$ cat config.mk
export PLATFORM = sky130hd
export DESIGN_NAME = adc_output_formatter
export DESIGN_NICKNAME = d
export VERILOG_FILES = /design/src/verilog/adc_output_formatter.v
export VERILOG_INCLUDE_DIRS = /design/src /design/src/shared
export SDC_FILE = /design/constraint.sdc
export NUM_CORES = 2
export LEC_CHECK = 0
export BUFFER_PORTS_ARGS = -buffer_cell sky130_fd_sc_hd__buf_2
export CAP_MARGIN = 20
export CORE_ASPECT_RATIO = 1.75
export CORE_MARGIN = 10
export CORE_UTILIZATION = 50
export CTS_BUF_LIST = sky130_fd_sc_hd__clkbuf_16
export CTS_CLUSTER_SIZE = 10
export DETAILED_ROUTE_END_ITERATION = 8
export GPL_ROUTABILITY_DRIVEN = 1
export PLACE_DENSITY = 0.74
export SLEW_MARGIN = 25
export SYNTH_ARGS = -nofsm -noshare
export SYNTH_HDL_FRONTEND = slang
export SYNTH_SLANG_ARGS = --single-unit
$ cat constraint.sdc
create_clock -name I_CORE_CLK -period 16.15 [get_ports I_CORE_CLK]
set_input_delay 3.23 -clock I_CORE_CLK [delete_from_list [all_inputs] [get_ports I_CORE_CLK]]
set_output_delay 3.23 -clock I_CORE_CLK [all_outputs]
set_load 0.02 [all_outputs]
$ cat src/shared/fmt_defs.vh
// Purpose: Constants for the converter output formatter
// Assumes: APB byte addresses, 32-bit words
// Notes: Definitions only
`ifndef FMT_DEFS_VH
`define FMT_DEFS_VH
// ------------------------------------------------------------
// Register map
// ------------------------------------------------------------
`define ADDR_CTRL 8'h00
`define ADDR_GAIN 8'h04
`define ADDR_BURST 8'h08
`define ADDR_STAT 8'h0c
// Control bit positions
`define CTRL_DIGEN 0
`define CTRL_NSEN 1
`define CTRL_BAND45 2
`define CTRL_BURST_AB 3
`define CTRL_BURST_CD 4
`define CTRL_AUTO 5
`define CTRL_W 6
`define CTRL_RST 6'h00
`define GAIN_RST 16'h0000
// Burst lengths in samples
`define HI_LEN_RST 16'h0400
`define LO_LEN_RST 16'h2000
// ------------------------------------------------------------
// Data path
// ------------------------------------------------------------
`define GAIN_MAX 4'hc
`define GAIN_UNITY 14'h1000
`define GAIN_SHIFT 12
`define POS_FULL14 14'h1fff
`define NEG_FULL14 14'h2000
`define POS_FULL17 17'h01fff
`define NEG_FULL17 17'h1e000
`endif

$ cat src/verilog/adc_output_formatter.v
// Purpose: Gain, noise shaping, formatting and DDR lane mux
// Assumes: Core samples arrive every second core clock
// Notes: Output clock runs at half the core clock rate
//
// What this block does
// [RL1] Noise shaping offers 90 or 45 bands
// [RL2] 45 selection notches low and high together
// [RL3] Per-channel gain 0 to 6 dB, 0.5 steps
// [RL4] Gain inactive after reset until enabled
// [RL5] Enable activates all four gains at 0 dB
// [RL6] Controller writes gain after enabling digital
// [RL7] 11-bit samples, 14-bit in burst mode
// [RL8] Pair shares lanes, one clock per pair
// [RL9] Lanes interleave pair channels, double data rate
// [RL10] Samples are twos complement
// [RL11] Positive overdrive gives code 3ff
// [RL12] Negative overdrive gives code 400
// [RL13] High-resolution flag high during 14-bit output
// [RL14] Lane 0 carries overrange, or burst LSB
// [RL15] First channel rising, second channel falling
// [RL16] Gain code counts half-dB, above 12 clamps
//
// Implementation choices: the register addresses and the APB interface to the registers.
`timescale 1ns/10ps
`default_nettype none
`include "fmt_defs.vh"
module adc_output_formatter (
    input wire I_CORE_CLK, // Core clock, 40 MHz
    input wire I_RST_N, // Async reset, active low
    input wire I_CE, // Clock enable, freezes all state
    input wire I_PSEL, // APB select
    input wire I_PENABLE, // APB enable
    input wire I_PWRITE, // APB write
    input wire [7:0] I_PADDR, // APB byte address
    input wire [31:0] I_PWDATA, // APB write data
    output wire [31:0] O_PRDATA, // APB read data
    output wire O_PREADY, // APB ready
    output wire O_PSLVERR, // APB error on unmapped address
    input wire [13:0] I_SMP_A, // Channel A raw sample
    input wire [13:0] I_SMP_B, // Channel B raw sample
    input wire [13:0] I_SMP_C, // Channel C raw sample
    input wire [13:0] I_SMP_D, // Channel D raw sample
    input wire [3:0] I_OVR, // Input overdrive per channel
    input wire I_TRIG, // Burst trigger pin
    output reg [13:0] O_AB_LANE_P, // Pair AB lanes, positive
    output reg [13:0] O_AB_LANE_N, // Pair AB lanes, negative
    output reg [13:0] O_CD_LANE_P, // Pair CD lanes, positive
    output reg [13:0] O_CD_LANE_N, // Pair CD lanes, negative
    output reg O_AB_CLK_P, // Pair AB output clock, positive
    output reg O_AB_CLK_N, // Pair AB output clock, negative
    output reg O_CD_CLK_P, // Pair CD output clock, positive
    output reg O_CD_CLK_N, // Pair CD output clock, negative
    output reg O_HIGH_RESOLUTION_FLAG_AB, // Pair AB sends 14-bit data
    output reg O_HIGH_RESOLUTION_FLAG_CD, // Pair CD sends 14-bit data
    output reg O_TRIG_READY // Waiting for a trigger edge
);
    localparam ST_IDLE = 2'b00;
    localparam ST_HI = 2'b01;
    localparam ST_LO = 2'b10;

    // ------------------------------------------------------------
    // Functions
    // ------------------------------------------------------------
    // [RL16] Half-dB code to Q12 factor
    // [RL3] Thirteen codes, twelve half-dB steps, up to 6 dB
    function [13:0] gain_mult;
        input [3:0] code;
        begin
            case ((code > `GAIN_MAX) ? `GAIN_MAX : code)
                4'h0: gain_mult = 14'h1000;
                4'h1: gain_mult = 14'h10f3;
                4'h2: gain_mult = 14'h11f4;
                4'h3: gain_mult = 14'h1304;
                4'h4: gain_mult = 14'h1425;
                4'h5: gain_mult = 14'h1556;
                4'h6: gain_mult = 14'h169a;
                4'h7: gain_mult = 14'h17f1;
                4'h8: gain_mult = 14'h195c;
                4'h9: gain_mult = 14'h1adc;
                4'ha: gain_mult = 14'h1c74;
                4'hb: gain_mult = 14'h1e23;
                // Rounded to the nearest step, so each code stays on the half-dB grid
                default: gain_mult = 14'h1fed;
            endcase
        end
    endfunction

    // [RL11] [RL12] Clamp to 14-bit full scale
    function [13:0] sat14;
        input [16:0] v;
        begin
            if (!v[16] && (v > `POS_FULL17))
                sat14 = `POS_FULL14;
            else if (v[16] && (v < `NEG_FULL17))
                sat14 = `NEG_FULL14;
            else
                sat14 = v[13:0];
        end
    endfunction

    // ------------------------------------------------------------
    // Registers and APB slave
    // ------------------------------------------------------------
    reg [`CTRL_W-1:0] ctrl_r;
    reg [15:0] gain_r;
    reg [15:0] hi_len_r;
    reg [15:0] lo_len_r;
    reg [31:0] prdata_r;
    reg [1:0] st_r;
    wire wr_en = I_PSEL & I_PENABLE & I_PWRITE & I_CE;
    wire mapped = (I_PADDR == `ADDR_CTRL) | (I_PADDR == `ADDR_GAIN) |
                  (I_PADDR == `ADDR_BURST) | (I_PADDR == `ADDR_STAT);
    // No wait states except while the block is frozen
    assign O_PREADY = I_CE;
    assign O_PSLVERR = I_PSEL & I_PENABLE & ~mapped;
    assign O_PRDATA = prdata_r;
    wire dig_en = ctrl_r[`CTRL_DIGEN];
    wire band45 = ctrl_r[`CTRL_BAND45];

    // Register writes; gain stays off until software enables it
    always @(posedge I_CORE_CLK or negedge I_RST_N) begin
        if (!I_RST_N) begin
            ctrl_r <= `CTRL_RST;
            gain_r <= `GAIN_RST;
            hi_len_r <= `HI_LEN_RST;
            lo_len_r <= `LO_LEN_RST;
        end else if (wr_en) begin
            case (I_PADDR)
                `ADDR_CTRL: begin
                    ctrl_r <= I_PWDATA[`CTRL_W-1:0];
                    // [RL5] Enable restarts at 0 dB
                    // A gain written while disabled would otherwise act at once
                    if (!dig_en && I_PWDATA[`CTRL_DIGEN])
                        gain_r <= `GAIN_RST;
                end
                `ADDR_GAIN: gain_r <= I_PWDATA[15:0];
                `ADDR_BURST: begin
                    hi_len_r <= I_PWDATA[15:0];
                    lo_len_r <= I_PWDATA[31:16];
                end
                default: ;
            endcase
        end
    end

    // Read data captured in the setup cycle, stable in access
    always @(posedge I_CORE_CLK or negedge I_RST_N) begin
        if (!I_RST_N) begin
            prdata_r <= 32'h0;
        end else if (I_CE && I_PSEL && !I_PENABLE) begin
            case (I_PADDR)
                `ADDR_CTRL: prdata_r <= {26'h0, ctrl_r};
                `ADDR_GAIN: prdata_r <= {16'h0, gain_r};
                `ADDR_BURST: prdata_r <= {lo_len_r, hi_len_r};
                `ADDR_STAT: prdata_r <= {27'h0, O_TRIG_READY, O_HIGH_RESOLUTION_FLAG_CD,
                                         O_HIGH_RESOLUTION_FLAG_AB, st_r};
                default: prdata_r <= 32'h0;
            endcase
        end
    end

    // ------------------------------------------------------------
    // Trigger pin synchroniser and burst sequencer
    // ------------------------------------------------------------
    reg trig_s1_r;
    reg trig_s2_r;
    reg trig_s3_r;
    reg trig_pend_r;
    reg ph_r;
    reg [15:0] cnt_r;
    wire cap = I_CE & ~ph_r;
    wire [1:0] burst_en = {ctrl_r[`CTRL_BURST_CD], ctrl_r[`CTRL_BURST_AB]};
    wire trig_rise = trig_s2_r & ~trig_s3_r;
    wire consume = cap & (st_r == ST_IDLE);
    // [RL13] Pair is in 14-bit output only while in the burst
    wire [1:0] high_resolution_flag_now = burst_en & {2{st_r == ST_HI}};

    // Two stages before the edge detector reads the pin
    always @(posedge I_CORE_CLK or negedge I_RST_N) begin
        if (!I_RST_N) begin
            trig_s1_r <= 1'b0;
            trig_s2_r <= 1'b0;
            trig_s3_r <= 1'b0;
            trig_pend_r <= 1'b0;
        end else if (I_CE) begin
            trig_s1_r <= I_TRIG;
            trig_s2_r <= trig_s1_r;
            trig_s3_r <= trig_s2_r;
            // A new edge wins over the consuming clear
            trig_pend_r <= trig_rise | (trig_pend_r & ~consume);
        end
    end

    // [RL7] Burst sequencer: high-res run, then low-res run
    always @(posedge I_CORE_CLK or negedge I_RST_N) begin
        if (!I_RST_N) begin
            st_r <= ST_IDLE;
            cnt_r <= 16'h0;
        end else if (cap) begin
            if (burst_en == 2'b00) begin
                st_r <= ST_IDLE;
            end else begin
                case (st_r)
                    ST_IDLE: if (trig_pend_r) begin
                        st_r <= ST_HI;
                        cnt_r <= hi_len_r - 16'h1;
                    end
                    ST_HI: if (cnt_r == 16'h0) begin
                        st_r <= ST_LO;
                        cnt_r <= lo_len_r - 16'h1;
                    end else begin
                        cnt_r <= cnt_r - 16'h1;
                    end
                    ST_LO: if (cnt_r == 16'h0) begin
                        // Auto mode repeats without a further edge
                        st_r <= ctrl_r[`CTRL_AUTO] ? ST_HI : ST_IDLE;
                        cnt_r <= hi_len_r - 16'h1;
                    end else begin
                        cnt_r <= cnt_r - 16'h1;
                    end
                    default: st_r <= ST_IDLE;
                endcase
            end
        end
    end

    // ------------------------------------------------------------
    // Per-channel gain, noise shaping and formatting
    // ------------------------------------------------------------
    wire [55:0] smp_all = {I_SMP_D, I_SMP_C, I_SMP_B, I_SMP_A};
    reg [1:0] high_resolution_flag_q_r;
    genvar c;
    generate
        for (c = 0; c < 4; c = c + 1) begin : g_ch
            reg [13:0] word_r;
            reg [15:0] err_r;
            wire [13:0] x = smp_all[14*c+13:14*c];
            // [RL4] [RL5] Unity unless digital functions enabled
            wire [13:0] mul = dig_en ? gain_mult(gain_r[4*c+3:4*c]) : `GAIN_UNITY;
            wire signed [28:0] prod = $signed(x) * $signed({1'b0, mul});
            // [RL10] Signed product kept twos complement
            wire [13:0] w = sat14(prod[28:`GAIN_SHIFT]);
            wire clip = (w == `POS_FULL14) | (w == `NEG_FULL14);
            wire hi = high_resolution_flag_now[c/2];
            wire ns_on = ctrl_r[`CTRL_NSEN] & ~hi;
            // [RL1] [RL2] Error fed back two or four samples late
            wire [3:0] fb = band45 ? err_r[15:12] : err_r[7:4];
            wire [16:0] sum = {{3{w[13]}}, w} + {{13{fb[3]}}, fb};
            wire [13:0] v = ns_on ? sat14(sum) : w;
            wire [3:0] q = 4'h0 - {1'b0, v[2:0]};
            // [RL14] Lane 0 is overrange, or LSB in a burst
            wire ovr = I_OVR[c] | clip;
            wire [13:0] word = hi ? w : {v[13:3], 2'b00, ovr};

            // Word and shaping error taken once per sample
            always @(posedge I_CORE_CLK or negedge I_RST_N) begin
                if (!I_RST_N) begin
                    word_r <= 14'h0;
                    err_r <= 16'h0;
                end else if (cap) begin
                    word_r <= word;
                    err_r <= ns_on ? {err_r[11:0], q} : 16'h0;
                end
            end
        end
    endgenerate

    // ------------------------------------------------------------
    // DDR lane multiplexer and output clocks
    // ------------------------------------------------------------
    // [RL8] [RL9] [RL15] Pair shares lanes, A or C with clock high
    always @(posedge I_CORE_CLK or negedge I_RST_N) begin
        if (!I_RST_N) begin
            ph_r <= 1'b0;
            high_resolution_flag_q_r <= 2'b00;
            O_AB_LANE_P <= 14'h0;
            O_AB_LANE_N <= 14'h3fff;
            O_CD_LANE_P <= 14'h0;
            O_CD_LANE_N <= 14'h3fff;
            O_AB_CLK_P <= 1'b0;
            O_AB_CLK_N <= 1'b1;
            O_CD_CLK_P <= 1'b0;
            O_CD_CLK_N <= 1'b1;
            O_HIGH_RESOLUTION_FLAG_AB <= 1'b0;
            O_HIGH_RESOLUTION_FLAG_CD <= 1'b0;
            O_TRIG_READY <= 1'b0;
        end else if (I_CE) begin
            ph_r <= ~ph_r;
            if (cap)
                high_resolution_flag_q_r <= high_resolution_flag_now;
            O_AB_CLK_P <= ph_r;
            O_AB_CLK_N <= ~ph_r;
            O_CD_CLK_P <= ph_r;
            O_CD_CLK_N <= ~ph_r;
            O_AB_LANE_P <= ph_r ? g_ch[0].word_r : g_ch[1].word_r;
            O_AB_LANE_N <= ph_r ? ~g_ch[0].word_r : ~g_ch[1].word_r;
            O_CD_LANE_P <= ph_r ? g_ch[2].word_r : g_ch[3].word_r;
            O_CD_LANE_N <= ph_r ? ~g_ch[2].word_r : ~g_ch[3].word_r;
            // [RL13] Flag follows the words on the lanes
            if (ph_r) begin
                O_HIGH_RESOLUTION_FLAG_AB <= high_resolution_flag_q_r[0];
                O_HIGH_RESOLUTION_FLAG_CD <= high_resolution_flag_q_r[1];
            end
            O_TRIG_READY <= (burst_en != 2'b00) & (st_r == ST_IDLE);
        end
    end
endmodule // adc_output_formatter
`default_nettype wire

==> results_dict.tcl <==
set metrics [dict create \
    hold_viol 0 \
    path_max_fanout 14 \
    synth-main-ff-cell "dfrtp_1" \
    h-tree-depth 2 \
    layout_setup_ws_ns 2.62 \
    path_clk_slew_ns 0.06 \
    grtUsageMet1_pct 26.8 \
    final_nets 6371 \
    cts_inserted_buffers 35 \
    synthTopCellsByCount "inv_1 (858), nand2_1 (700), fa_1 (524)" \
    start_util_pct 50.5 \
    dr.pass1.iters 6 \
    fin_crit_ns 13.53 \
    synth_area_um2 44500 \
    synthDistinctLibCells 94 \
    synth_area_leaders "fa_1 (24%), dfrtp_1 (15%), ha_1 (14%)" \
    die_y_um 415 \
    cp-end-kind "flip-flop" \
    ctsHoldBuffers 0 \
    grtUsageMet2_pct 45.2 \
    area.growth.synth_to_final_pct 6.78 \
    portBuffers 203 \
    drt_wl_total_um 126000 \
    hpwl_um 103000 \
    worstHoldPathType "flip-flop to flip-flop" \
    cp_top_family "compound AO/OA/AOI/OAI gates" \
    dp_slack_ns 2.20 \
    busiest_layer "met2" \
    ys_ff_latch 292 \
    avgSynthCellArea_um2 8.58 \
    synth_area_leader_cell "fa_1" \
    cts_setup_buffers 0 \
    tns_ns 0 \
    rsz0062_at_grt "false" \
    drc 0 \
    fmax_mhz 73.9 \
    core_um2 88100 \
    use_met3_pct 2.74 \
    cts_max_path_buffers 3 \
    drive_gt1_share_pct 8.39 \
    root_buffer "clkbuf_16" \
    die_w_um 245 \
    synth_top_area_share_pct 23.6 \
    cp_slowest_cell "a21boi_0" \
    hold_start "O_AB_LANE_N[1]" \
    synth_fp_nets 6323 \
    synth-edff-count 0 \
    gp_congestion 0.934 \
    gr-total-overflow 0 \
    grt_pass1_vias 39195 \
    grt_pass1_wl_um 203000 \
    crit_type "input port to flip-flop" \
    crit_top_cell "fa_1" \
    status "finished clean" \
    min_path_cells 2 \
    slew_headroom_pct 29.3 \
    crit_path_start_kind "input port" \
    ys_seq_area_share_pct 16.5 \
    worst_clock_skew_ns 0.0194 \
    ys_warn_count 0 \
    dieArea_um2 102000 \
    clock-sinks 292 \
    cts_resized 0 \
    critPathBufInv 9 \
    max_stage_delay_ns 0.57 \
    min_to "O_AB_LANE_N[1]" \
    cap_violations 0 \
    synth_cells 5183 \
    ir_drop_uv 243 \
    finalCritPeriodShare_pct 83.8 \
    cellLeakagePower_uw 0.0248 \
    grtUsageTotal_pct 24.6 \
    grt_start_max_net_pins 99 \
    drv_slew 0 \
    async_flop_share_pct 100 \
    powerDensity_nw_per_um2 141 \
    clk_latency_ns 0.54 \
    ff2ff_setup_slack_ns 3.04 \
    via_count 37004 \
    placementRows 144 \
    cts_tree "done" \
    antenna_found_initial 8 \
    worst_pin_slew_ns 1.06 \
    routedWlPerCell_um 19.6 \
    drt-initial-drc-count 2109 \
    crit_arrival_ns 13.94 \
    rr_startpoint "gain_r[3]" \
    worstPathRequired_ns 16.56 \
    rr_endpoint "g_ch[0].err_r[2]" \
    setup_violations 0 \
    yosysMostFrequentCell "inv_1" \
    reg2regPathDepth 42 \
    drtAntennaViolNets 0 \
    num_io_pins 204 \
    via_per_inst 5.75 \
]
[cell families after synthesis]
group | after synthesis | share of synthesized area, %
fa+ha+maj | 1034 | 37.9
xor+xnor | 141 | 2.78
mux | 103 | 2.63
compound gates | 962 | 14.0
buf+inv | 1105 | 9.41
simple gates | 1546 | 16.8
flops | 292 | 16.5
[where the power goes]
group          total, uW  internal (uW)  switching, uW
sequential          1000            886            117
combinational       5000           1890           3100
clock                718            403            315
total               6720           3180           3540
[per-layer routing]
metal / vias to the layer above / wire [um]
met3: 415 / 6370
met1: 18340 / 46500
met2: 1203 / 65300
met4: 12 / 8020
met5: - / 61
li1: 17034 / -
[flip-flops by register name (all words and copies together), names as in the netlist, 2 cells and up]
register and flops:
ctrl_r 6, O_AB_LANE_P 14, O_AB_LANE_N 14, O_CD_LANE_P 14, high_resolution_flag_q_r 2, st_r 2, O_CD_LANE_N 14, g_ch.word_r 56
g_ch.err_r 64, gain_r 16, lo_len_r 16, O_PRDATA 32, hi_len_r 16, cnt_r 16
[placed cells by master, fill, tap and decap left out, drive strengths merged, types with 84 or more instances in the layout]
| cell | netlist | layout |
|---|---|---|
| inv | 861 | 887 |
| nand2 | 700 | 700 |
| fa | 524 | 524 |
| ha | 509 | 509 |
| o21ai | 274 | 274 |
| and2 | 262 | 262 |
| dfrtp | 261 | 261 |
| buf | 26 | 254 |
| a21oi | 227 | 227 |
| nor2 | 153 | 153 |
| nor3 | 93 | 93 |
| and3 | 91 | 91 |
| xnor2 | 84 | 84 |
[stage by stage]
step,instances,utilization [%],cell area (um2),hold WS (ns),total power [uW]
after floorplan,5183,-,44500,0.435,4560
after global placement,6362,52.7,46400,0.455,5870
after detailed placement,6362,52.7,46400,0.459,5920
after CTS,6425,53.9,47500,0.470,6670
after global routing,6426,53.9,47500,0.480,7310
final,6432,53.9,47500,0.465,6720
[final cells by class]
class | count | area (um2)
diodes | 7 | 17.5
clock buffers | 36 | 901
clock inverters | 27 | 124
fillers | 8105 | 40600
inverters | 862 | 3240
multi-input cells | 3786 | 33000
flip-flops and latches | 292 | 7350
well taps | 1168 | 1460
repair buffers | 254 | 1420
[tightest hold or removal path: stages (launching register included)]
cell and delay (ns):
dfstp_2 0.36, inv_1 0.04, o21ai_0 0.06
[worst max path at each step]
| stage | start | end | slack [ns] | cells after the start |
|---|---|---|---|---|
| 6_report | I_SMP_B[2] | g_ch[1].err_r[2] | 2.62 | 40 |
| 5_1_grt | I_SMP_D[2] | g_ch[3].err_r[2] | 1.88 | 40 |
| 4_1_cts | I_SMP_B[2] | g_ch[1].err_r[2] | 2.62 | 40 |
| 3_5_place_dp | I_SMP_B[2] | g_ch[1].err_r[2] | 2.20 | 40 |
| 3_3_place_gp | I_SMP_B[2] | g_ch[1].err_r[2] | 2.29 | 40 |
| 2_1_floorplan | I_SMP_D[3] | g_ch[3].err_r[2] | 3.52 | 42 |
Note: power is estimated with default switching activity, not from simulation.
